===== config.mk =====
export PLATFORM = sky130hd
export DESIGN_NAME = stpd_top
export DESIGN_NICKNAME = d
export VERILOG_FILES = /design/src/shared/stpd_pkg.sv /design/src/design/stpd_top.sv /design/src/design/stpd_counter.sv
export SDC_FILE = /design/constraint.sdc
export NUM_CORES = 1
export LEC_CHECK = 0
export ABC_AREA = 1
export BUFFER_PORTS_ARGS = -buffer_cell sky130_fd_sc_hd__buf_2
export CAP_MARGIN = 20
export CORE_MARGIN = 5
export CORE_UTILIZATION = 62
export DETAILED_ROUTE_END_ITERATION = 8
export GPL_TIMING_DRIVEN = 0
export PLACE_DENSITY = 0.89
export SLEW_MARGIN = 20
export SYNTH_ARGS = -nofsm -noshare
export SYNTH_HDL_FRONTEND = slang
export SYNTH_HIERARCHICAL = 1
export SYNTH_SLANG_ARGS = --single-unit

===== constraint.sdc =====
create_clock -name CORE_CLK -period 3.32 [get_ports CORE_CLK]
set_input_delay 0.166 -clock CORE_CLK [delete_from_list [all_inputs] [get_ports CORE_CLK]]
set_output_delay 0.166 -clock CORE_CLK [all_outputs]
set_load 0.005 [all_outputs]

===== src/shared/stpd_pkg.sv =====
// shared constants, types and helpers of the system timer and port decoder
package stpd_pkg;
    // clock rates and timer oscillator divider
    localparam int unsigned CLK_HZ = 125000000;
    localparam int unsigned TICK_KHZ = 1190;
    localparam int unsigned TICK_DIV = CLK_HZ / (TICK_KHZ * 1000);
    localparam logic [7:0] TICK_DIV_LAST = 8'(TICK_DIV - 1);
    // i/o map
    localparam logic [9:0] IO_SYS_LO = 10'h000;
    localparam logic [9:0] IO_SYS_HI = 10'h0ff;
    localparam logic [9:0] IO_EXP_LO = 10'h100;
    localparam logic [9:0] IO_EXP_HI = 10'h3ff;
    localparam logic [9:0] IO_TMR_LO = 10'h040;
    localparam logic [9:0] IO_TMR_HI = 10'h05f;
    localparam logic [9:0] IO_PCTL = 10'h061;
    localparam logic [9:0] IO_COPRO_CLR = 10'h0f0;
    localparam logic [9:0] IO_COPRO_RST = 10'h0f1;
    localparam logic [9:0] IO_COPRO_LO = 10'h0f8;
    localparam logic [9:0] IO_COPRO_HI = 10'h0ff;
    localparam logic [1:0] TMR_CTRL_IDX = 2'h3;
    // memory map
    localparam logic [23:0] MEM_DISP_LO = 24'h0a0000;
    localparam logic [23:0] MEM_DISP_HI = 24'h0bffff;
    localparam logic [23:0] MEM_ROM_LO = 24'h0c0000;
    localparam logic [23:0] MEM_ROM_HI = 24'h0fffff;
    // timer control word fields
    localparam int SEL_HI = 7;
    localparam int SEL_LO = 6;
    localparam int RW_HI = 5;
    localparam int RW_LO = 4;
    localparam int MODE_HI = 3;
    localparam int MODE_LO = 1;
    localparam logic [1:0] RW_LATCH = 2'h0;
    localparam logic [1:0] RW_LSB = 2'h1;
    localparam logic [1:0] RW_MSB = 2'h2;
    localparam logic [1:0] RW_BOTH = 2'h3;
    localparam logic [2:0] MODE_TC = 3'h0;
    localparam logic [2:0] MODE_RATE = 3'h2;
    localparam logic [2:0] MODE_SQUARE = 3'h3;
    // peripheral control port fields and reset value
    localparam int PCTL_GATE2 = 0;
    localparam int PCTL_SPKEN = 1;
    localparam int PCTL_OUT2 = 5;
    localparam logic [1:0] PCTL_RESET = 2'h0;
    localparam logic [7:0] RDATA_IDLE = 8'hff;
    localparam logic [15:0] COUNT_RESET = 16'h0000;

    typedef enum logic [2:0] {
        CNT_IDLE = 3'b001,
        CNT_LOAD = 3'b010,
        CNT_RUN = 3'b100
    } stpd_cnt_state_t;

    typedef struct packed {
        logic [9:0] addr;
        logic wr;
        logic rd;
        logic [7:0] wdata;
    } stpd_io_req_t;

    typedef struct packed {
        logic display;
        logic rom;
        logic shadow;
        logic board;
    } stpd_mem_sel_t;

    function automatic logic stpd_in_io(input logic [9:0] a,
        input logic [9:0] lo, input logic [9:0] hi);
        return (a >= lo) && (a <= hi);
    endfunction

    function automatic logic stpd_in_mem(input logic [23:0] a,
        input logic [23:0] lo, input logic [23:0] hi);
        return (a >= lo) && (a <= hi);
    endfunction
endpackage


===== src/design/stpd_top.sv =====
// system timer, peripheral control port and board address decoder
`timescale 1ns/1ns
`default_nettype none
module stpd_top
    import stpd_pkg::*;
(
    input wire logic CORE_CLK,
    input wire logic NRST,
    input wire stpd_io_req_t IO_REQ,
    input wire logic [23:0] MEM_ADDR,
    input wire logic SHADOW_EN,
    output logic [7:0] IO_RDATA,
    output logic IO_RACK,
    output logic IO_SYSBOARD,
    output logic IO_EXPANSION,
    output logic COPRO_BUSY_CLR,
    output logic COPRO_RESET,
    output logic COPRO_SEL,
    output stpd_mem_sel_t MEM_SEL,
    output logic IRQ0_OUT,
    output logic REFRESH_REQ,
    output logic SPEAKER_OUT
);
    ////////////////////////////////////////////////////////////////////////
    // timer oscillator enable
    logic [7:0] tick_cnt_r;
    logic [7:0] tick_cnt_nxt;
    logic tmr_tick_r;
    wire logic tick_wrap = (tick_cnt_r == TICK_DIV_LAST);

    assign tick_cnt_nxt = tick_wrap ? 8'h00 : tick_cnt_r + 8'h01;

    always_ff @(posedge CORE_CLK or negedge NRST) begin
        if (!NRST) begin
            tick_cnt_r <= 8'h00;
            tmr_tick_r <= 1'b0;
        end else begin
            tick_cnt_r <= tick_cnt_nxt;
            tmr_tick_r <= tick_wrap;
        end
    end

    ////////////////////////////////////////////////////////////////////////
    // i/o address decode
    wire logic io_act = IO_REQ.wr || IO_REQ.rd;
    wire logic [9:0] addr = IO_REQ.addr;
    wire logic dec_sys = stpd_in_io(addr, IO_SYS_LO, IO_SYS_HI);
    wire logic dec_exp = stpd_in_io(addr, IO_EXP_LO, IO_EXP_HI);
    wire logic dec_tmr = stpd_in_io(addr, IO_TMR_LO, IO_TMR_HI);
    wire logic [1:0] tmr_idx = addr[1:0];
    wire logic dec_pctl = (addr == IO_PCTL);
    wire logic dec_cclr = (addr == IO_COPRO_CLR);
    wire logic dec_crst = (addr == IO_COPRO_RST);
    wire logic dec_cprt = stpd_in_io(addr, IO_COPRO_LO, IO_COPRO_HI);

    wire logic tmr_ctrl_we = IO_REQ.wr && dec_tmr && (tmr_idx == TMR_CTRL_IDX);
    wire logic [1:0] ctrl_sel = IO_REQ.wdata[SEL_HI:SEL_LO];

    ////////////////////////////////////////////////////////////////////////
    // peripheral control port
    logic [1:0] pctl_r;
    logic [1:0] pctl_nxt;

    assign pctl_nxt = (IO_REQ.wr && dec_pctl) ? IO_REQ.wdata[1:0] : pctl_r;

    always_ff @(posedge CORE_CLK or negedge NRST) begin
        if (!NRST)
            pctl_r <= PCTL_RESET;
        else
            pctl_r <= pctl_nxt;
    end

    ////////////////////////////////////////////////////////////////////////
    // counter channels
    logic [2:0] ch_out;
    logic [2:0] ch_gate;
    logic [7:0] ch_rdata [3];

    assign ch_gate[0] = 1'b1;
    assign ch_gate[1] = 1'b1;
    // channel 2 gate from port bit 0
    assign ch_gate[2] = pctl_r[PCTL_GATE2];

    for (genvar i = 0; i < 3; i++) begin : g_ch
        stpd_counter u_cnt (
            .clk(CORE_CLK),
            .nrst(NRST),
            .tick(tmr_tick_r),
            .gate(ch_gate[i]),
            .ctrl_we(tmr_ctrl_we && (ctrl_sel == 2'(i))),
            .ctrl(IO_REQ.wdata),
            .data_we(IO_REQ.wr && dec_tmr && (tmr_idx == 2'(i))),
            .data_rd(IO_REQ.rd && dec_tmr && (tmr_idx == 2'(i))),
            .wdata(IO_REQ.wdata),
            .rdata(ch_rdata[i]),
            .out(ch_out[i])
        );
    end

    ////////////////////////////////////////////////////////////////////////
    // read data
    wire logic [7:0] pctl_rd = {2'h0, ch_out[2], 3'h0, pctl_r};
    wire logic [7:0] tmr_rd = (tmr_idx == TMR_CTRL_IDX) ? RDATA_IDLE :
        ch_rdata[tmr_idx];
    wire logic [7:0] rdata_nxt = dec_tmr ? tmr_rd :
        dec_pctl ? pctl_rd : RDATA_IDLE;
    wire logic rack_nxt = IO_REQ.rd && (dec_tmr || dec_pctl);

    always_ff @(posedge CORE_CLK or negedge NRST) begin
        if (!NRST) begin
            IO_RDATA <= RDATA_IDLE;
            IO_RACK <= 1'b0;
        end else begin
            IO_RDATA <= rack_nxt ? rdata_nxt : RDATA_IDLE;
            IO_RACK <= rack_nxt;
        end
    end

    ////////////////////////////////////////////////////////////////////////
    // i/o decode outputs
    always_ff @(posedge CORE_CLK or negedge NRST) begin
        if (!NRST) begin
            IO_SYSBOARD <= 1'b0;
            IO_EXPANSION <= 1'b0;
            COPRO_BUSY_CLR <= 1'b0;
            COPRO_RESET <= 1'b0;
            COPRO_SEL <= 1'b0;
        end else begin
            IO_SYSBOARD <= io_act && dec_sys;
            IO_EXPANSION <= io_act && dec_exp;
            COPRO_BUSY_CLR <= io_act && dec_cclr;
            COPRO_RESET <= io_act && dec_crst;
            COPRO_SEL <= io_act && dec_cprt;
        end
    end

    ////////////////////////////////////////////////////////////////////////
    // memory decode
    // display buffer window
    wire logic mem_disp = stpd_in_mem(MEM_ADDR, MEM_DISP_LO, MEM_DISP_HI);
    wire logic mem_romw = stpd_in_mem(MEM_ADDR, MEM_ROM_LO, MEM_ROM_HI);
    stpd_mem_sel_t mem_nxt;

    assign mem_nxt.display = mem_disp;
    assign mem_nxt.rom = mem_romw && !SHADOW_EN;
    assign mem_nxt.shadow = mem_romw && SHADOW_EN;
    assign mem_nxt.board = !mem_disp && !mem_romw;

    always_ff @(posedge CORE_CLK or negedge NRST) begin
        if (!NRST)
            MEM_SEL <= '0;
        else
            MEM_SEL <= mem_nxt;
    end

    ////////////////////////////////////////////////////////////////////////
    // counter outputs
    logic ch1_d_r;
    wire logic ch1_rise = ch_out[1] && !ch1_d_r;

    always_ff @(posedge CORE_CLK or negedge NRST) begin
        if (!NRST) begin
            ch1_d_r <= 1'b0;
            REFRESH_REQ <= 1'b0;
            IRQ0_OUT <= 1'b0;
            SPEAKER_OUT <= 1'b0;
        end else begin
            ch1_d_r <= ch_out[1];
            REFRESH_REQ <= ch1_rise;
            IRQ0_OUT <= ch_out[0];
            SPEAKER_OUT <= ch_out[2];
        end
    end
endmodule
`default_nettype wire


===== src/design/stpd_counter.sv =====
// one programmable down-counter channel
`timescale 1ns/1ns
`default_nettype none
module stpd_counter
    import stpd_pkg::*;
(
    input wire logic clk,
    input wire logic nrst,
    input wire logic tick,
    input wire logic gate,
    input wire logic ctrl_we,
    input wire logic [7:0] ctrl,
    input wire logic data_we,
    input wire logic data_rd,
    input wire logic [7:0] wdata,
    output logic [7:0] rdata,
    output logic out
);
    stpd_cnt_state_t state_r;
    logic [2:0] mode_r;
    logic [1:0] rw_r;
    logic [15:0] count_r;
    logic [15:0] reload_r;
    logic [15:0] latch_r;
    logic latched_r;
    logic wr_hi_r;
    logic rd_hi_r;
    logic out_r;

    wire logic [1:0] rw_in = ctrl[RW_HI:RW_LO];
    wire logic is_latch = ctrl_we && (rw_in == RW_LATCH);
    wire logic is_mode = ctrl_we && (rw_in != RW_LATCH);
    wire logic wr_done = data_we && ((rw_r != RW_BOTH) || wr_hi_r);
    wire logic [15:0] wr_val = (rw_r == RW_LSB) ? {8'h00, wdata} :
        (rw_r == RW_MSB) ? {wdata, 8'h00} :
        wr_hi_r ? {wdata, reload_r[7:0]} : {reload_r[15:8], wdata};
    wire logic [15:0] rd_src = latched_r ? latch_r : count_r;
    wire logic rd_sel_hi = (rw_r == RW_MSB) || ((rw_r == RW_BOTH) && rd_hi_r);
    wire logic [15:0] step = (mode_r == MODE_SQUARE) ? 16'h0002 : 16'h0001;
    wire logic at_end = (count_r <= step) && (count_r != COUNT_RESET);
    wire logic run = tick && gate && (state_r == CNT_RUN);

    assign rdata = rd_sel_hi ? rd_src[15:8] : rd_src[7:0];
    assign out = out_r;

    always_ff @(posedge clk or negedge nrst) begin
        if (!nrst) begin
            mode_r <= MODE_TC;
            rw_r <= RW_BOTH;
            reload_r <= COUNT_RESET;
            wr_hi_r <= 1'b0;
        end else if (is_mode) begin
            mode_r <= ctrl[MODE_HI:MODE_LO];
            rw_r <= rw_in;
            wr_hi_r <= 1'b0;
        end else if (data_we) begin
            reload_r <= wr_val;
            wr_hi_r <= (rw_r == RW_BOTH) && !wr_hi_r;
        end
    end

    always_ff @(posedge clk or negedge nrst) begin
        if (!nrst) begin
            latch_r <= COUNT_RESET;
            latched_r <= 1'b0;
            rd_hi_r <= 1'b0;
        end else if (is_mode) begin
            latched_r <= 1'b0;
            rd_hi_r <= 1'b0;
        end else if (is_latch && !latched_r) begin
            latch_r <= count_r;
            latched_r <= 1'b1;
        end else if (data_rd) begin
            rd_hi_r <= (rw_r == RW_BOTH) && !rd_hi_r;
            if (!((rw_r == RW_BOTH) && !rd_hi_r))
                latched_r <= 1'b0;
        end
    end

    always_ff @(posedge clk or negedge nrst) begin
        if (!nrst) begin
            state_r <= CNT_IDLE;
            count_r <= COUNT_RESET;
            out_r <= 1'b0;
        end else if (is_mode) begin
            state_r <= CNT_IDLE;
            out_r <= (ctrl[MODE_HI:MODE_LO] != MODE_TC);
        end else begin
            case (state_r)
                CNT_IDLE: begin
                    if (wr_done)
                        state_r <= CNT_LOAD;
                end
                CNT_LOAD: begin
                    if (tick) begin
                        count_r <= reload_r;
                        state_r <= CNT_RUN;
                        if (mode_r == MODE_TC)
                            out_r <= 1'b0;
                    end
                end
                CNT_RUN: begin
                    if (wr_done && (mode_r == MODE_TC))
                        state_r <= CNT_LOAD;
                    else if (!gate && (mode_r != MODE_TC))
                        out_r <= 1'b1;
                    else if (run && at_end && (mode_r != MODE_TC)) begin
                        count_r <= reload_r;
                        out_r <= (mode_r == MODE_SQUARE) ? !out_r : 1'b1;
                    end else if (run) begin
                        count_r <= count_r - step;
                        if ((mode_r == MODE_TC) && (count_r == 16'h0001))
                            out_r <= 1'b1;
                        if ((mode_r != MODE_TC) && (count_r == 16'h0002))
                            out_r <= 1'b0;
                    end
                end
                default: state_r <= CNT_IDLE;
            endcase
        end
    end
endmodule
`default_nettype wire


==> impl_metrics.py <==
metrics = {
    "status": {
        "outcome": "finished, final reports clean",
    },
    "job": {
        "maxCapViolations": 0,
    },
    "synth": {
        "ys_types": 45,
        "yosysSeqAreaShare_pct": 43.92,
        "synth-edff-count": 0,
        "yosys_warnings": 6,
        "netlist_instances": 1514,
        "post_synth.cell_area_avg_um2": 8.049,
        "synth_flop_cell": "dfrtp_1",
        "async_reset_ff_share_pct": 100.0,
        "ys_ff_latch": 213,
        "synth_area_mm2": 0.01219,
    },
    "timing": {
        "fin_crit_ns": 3.176,
        "maxSlewHeadroom_pct": 59.76,
        "finClkSkew_ns": 0.01635,
        "finalSetupViolCount": 0,
        "period_share_pct": 95.66,
        "final_hold_viol_count": 0,
        "worstMarginPinSlew_ns": 0.5995,
        "rsz0062_at_grt": "false",
        "drv_slew": 0,
        "fmax_ghz": 0.3149,
    },
    "cts": {
        "ctsHtreeMaxLevel": 1,
        "cts_tree": "built",
        "cts_root_buffer": "clkbuf_16",
        "clock_latency_ns": 0.51,
        "clk_pin_slew_ns": 0.06,
        "post_cts_buffers": 0,
        "clock_sinks": 213,
        "clockBufferDepth": 3,
        "cts_inserted_buffers": 24,
    },
    "worst_setup_path": {
        "r2r_cells": 13,
        "cp-end-kind": "register",
        "path_max_fanout": 10,
        "crit_required_ns": 3.73,
        "regToRegStartpoint": "g_ch[0].u_cnt/mode_r[1]",
        "reg2reg_slack_ns": 0.47,
        "crit_arrival_ns": 3.59,
        "worst_setup_path_start_kind": "input pin",
        "path_class": "input pin to register",
        "worstReg2RegEnd": "g_ch[0].u_cnt/count_r[11]",
    },
    "placed_design": {
        "gp_congestion": 0.9572,
        "place_area_mm2": 0.01284,
        "dp_hpwl_um": 23170,
        "place_inst": 1834,
        "portBuffers": 50,
    },
    "power_and_ir_drop": {
        "powerDensity_mw_per_mm2": 451.8,
        "irDropWorstVdd_uv": 415.6,
        "leakage_uw": 0.006388,
    },
    "final_layout": {
        "drive_gt1_share_pct": 17.54,
        "final_cells": 1890,
        "final_core_util_pct": 71.11,
        "antenna-diode-count": 0,
        "final_area_mm2": 0.01379,
        "synthToLayoutAreaGrowth_pct": 13.20,
        "n_fill_cell": 1410,
        "nets": 1665,
        "seqCellArea_mm2": 0.005351,
        "multi_input_area_mm2": 0.005733,
    },
    "global_route": {
        "grt.overflow.total": 0,
        "grt_pass1_wl_um": 53490,
        "grt.total_usage_pct": 29.41,
        "grt_max_degree": 79,
        "grt_pass1_vias": 10840,
        "antenna_found_initial": 0,
    },
    "floorplanning": {
        "fp.dieW_um": 150.2,
        "ios": 68,
        "die_h_um": 150.2,
        "rows": 51,
        "die_area_mm2": 0.02256,
        "coreArea_mm2": 0.01940,
        "initial_utilization_pct": 62.82,
    },
    "route": {
        "via_count": 11090,
        "drt_iter0_drc": 1209,
        "drc": 0,
        "drtAntennaViolNets": 0,
        "drt-met1-wl_um": 12760,
        "topRoutingLayerUsed": "met4",
        "wl_per_cell_um": 17.40,
        "route.met3.wl_um": 3021,
        "drtPass1Iterations": 6,
        "routed_wirelength_um": 32890,
        "vias_per_cell": 5.867,
        "wl_met2_um": 15600,
    },
    "worst_hold_path": {
        "whs_path_depth": 4,
        "hold_class": "input pin to register",
        "min_from": "MEM_ADDR[19]",
        "hold_end": "MEM_SEL[3]",
    },
}
## kinds of logic (layout without fill, tap and decap cells)
| family | count (synthesis) | count (layout) | share of synthesized area [%] |
|---|---|---|---|
| flip-flops | 213 | 213 | 43.92 |
| adder cells (fa/ha/maj) | 11 | 11 | 1.314 |
| other | 1 | 4 | 0.03077 |
| buffers and inverters | 256 | 364 | 9.190 |
| AND/OR/NAND/NOR | 614 | 614 | 22.78 |
| XOR/XNOR | 40 | 40 | 2.875 |
| AO/OA/AOI/OAI | 379 | 379 | 19.89 |
## layout by cell type, fill, tap and decap left out, types with 6 or more instances in the layout
cell type      synthesis  routed
nand2_1              293     293
o21ai_0              200     200
dfrtp_1              196     196
inv_1                185     185
nand3_1              132     132
nor2_1               109     108
o21ai_2               58      58
buf_2                  4      53
xor2_1                35      35
a21oi_1               31      31
o211ai_1              29      29
nor3_1                27      26
clkbuf_1              24      26
clkbuf_16              0      25
o21ai_1               25      25
dfstp_2               17      17
inv_2                 17      17
a21oi_2               17      17
dlygate4sd3_1          0      12
nand3_2                9       9
nand2_2                8       8
ha_1                   8       8
nand2_4                7       7
nand4_1                7       7
nor2_2                 6       7
clkinv_2               0       7
buf_6                  7       7
nor2_4                 6       6
clkinv_1               6       6
## timing repair
action                                 4_1_cts  5_1_grt
setup endpoints to repair                    0       17
resized for setup                            0        2
hold buffers                                12        0
endpoints found under the hold margin       78        0
## worst max path at each step
stage / to / start / cells past startpoint
2_1_floorplan: g_ch[1].u_cnt/count_r[4] / g_ch[1].u_cnt/mode_r[1] / 12
3_3_place_gp: REFRESH_REQ / NRST / 1
3_5_place_dp: g_ch[1].u_cnt/count_r[4] / g_ch[1].u_cnt/mode_r[1] / 12
4_1_cts: g_ch[2].u_cnt/reload_r[9] / IO_REQ[19] / 14
5_1_grt: g_ch[2].u_cnt/rw_r[1] / IO_REQ[19] / 14
6_report: g_ch[2].u_cnt/reload_r[9] / IO_REQ[19] / 14
## Yosys cell counts, types with 7 or more instances
library cell  number  area [um^2]
dfrtp_1          196         4905
clkbuf_1          24        90.09
nand2_1          293         1100
o21ai_1           25        125.1
inv_2             17        63.81
buf_6              7        78.83
xor2_1            35        306.5
a21oi_2           17        148.9
nand2_2            8        50.05
inv_1            185        694.4
o211ai_1          29        217.7
dfstp_2           17        446.7
ha_1               8        100.1
nor3_1            27        135.1
nand3_2            9        90.09
a21oi_1           31        155.2
nand3_1          132        660.6
nand2_4            7        78.83
nor2_1           109        409.1
o21ai_2           58        508.0
o21ai_0          200         1001
nand4_1            7        43.79
## worst max-delay path, stage by stage
cell,delay (ns)
dlygate4sd3_1,0.53
buf_2,0.12
nor2_1,0.13
dlygate4sd3_1,0.60
inv_1,0.08
nor2_4,0.18
buf_4,0.20
nand2_1,0.16
nor3_2,0.31
inv_1,0.21
a311oi_4,0.48
buf_6,0.19
nand3_1,0.08
o21ai_0,0.14
## through the flow
step	worst slack, ns	hold WS, ns	TNS, ns	power (uW)
finish	0.1442	0.01469	0	6233
global route	0.06695	0.02039	0	6485
CTS	0.04794	0.002136	0	6247
detailed placement	0.5067	0.1532	0	3520
global placement	-1.443	0.3322	-281.23	3481
floorplan	0.9420	-0.1296	0	3277
## per-layer routing
metal,track usage [%],vias to the layer above
met3,6.201,129
met5,0,-
met2,48.97,570
met4,11.80,0
met1,37.70,5228
li1,-,5162
## report_power, final
part | switching [uW] | internal [uW]
registers | 69.6 | 2730
logic | 497 | 211
clock network | 1080 | 1640
total | 1650 | 4590
## area by class of cell
class,instances,share of cell area (%)
Multi-Input combinational cell,1048,41.56
Sequential cell,213,38.79
Inverter,210,5.751
Clock buffer,32,5.088
Timing Repair Buffer,64,3.156
Tap cell,265,2.404
Buffer,46,2.367
Clock inverter,12,0.8798
## sequential cells by signal, indices dropped and copies added, names as in the netlist, 2 cells and up
register              cells
g_ch.u_cnt/rw_r           6
g_ch.u_cnt/state_r        9
g_ch.u_cnt/out            3
g_ch.u_cnt/mode_r         9
g_ch.u_cnt/wr_hi_r        3
g_ch.u_cnt/reload_r      48
g_ch.u_cnt/latch_r       48
g_ch.u_cnt/rd_hi_r        3
MEM_SEL                   4
g_ch.u_cnt/latched_r      3
IO_RDATA                  8
tick_cnt_r                8
pctl_r                    2
g_ch.u_cnt/count_r       48
No activity file was read; power rests on OpenSTA's default activity.
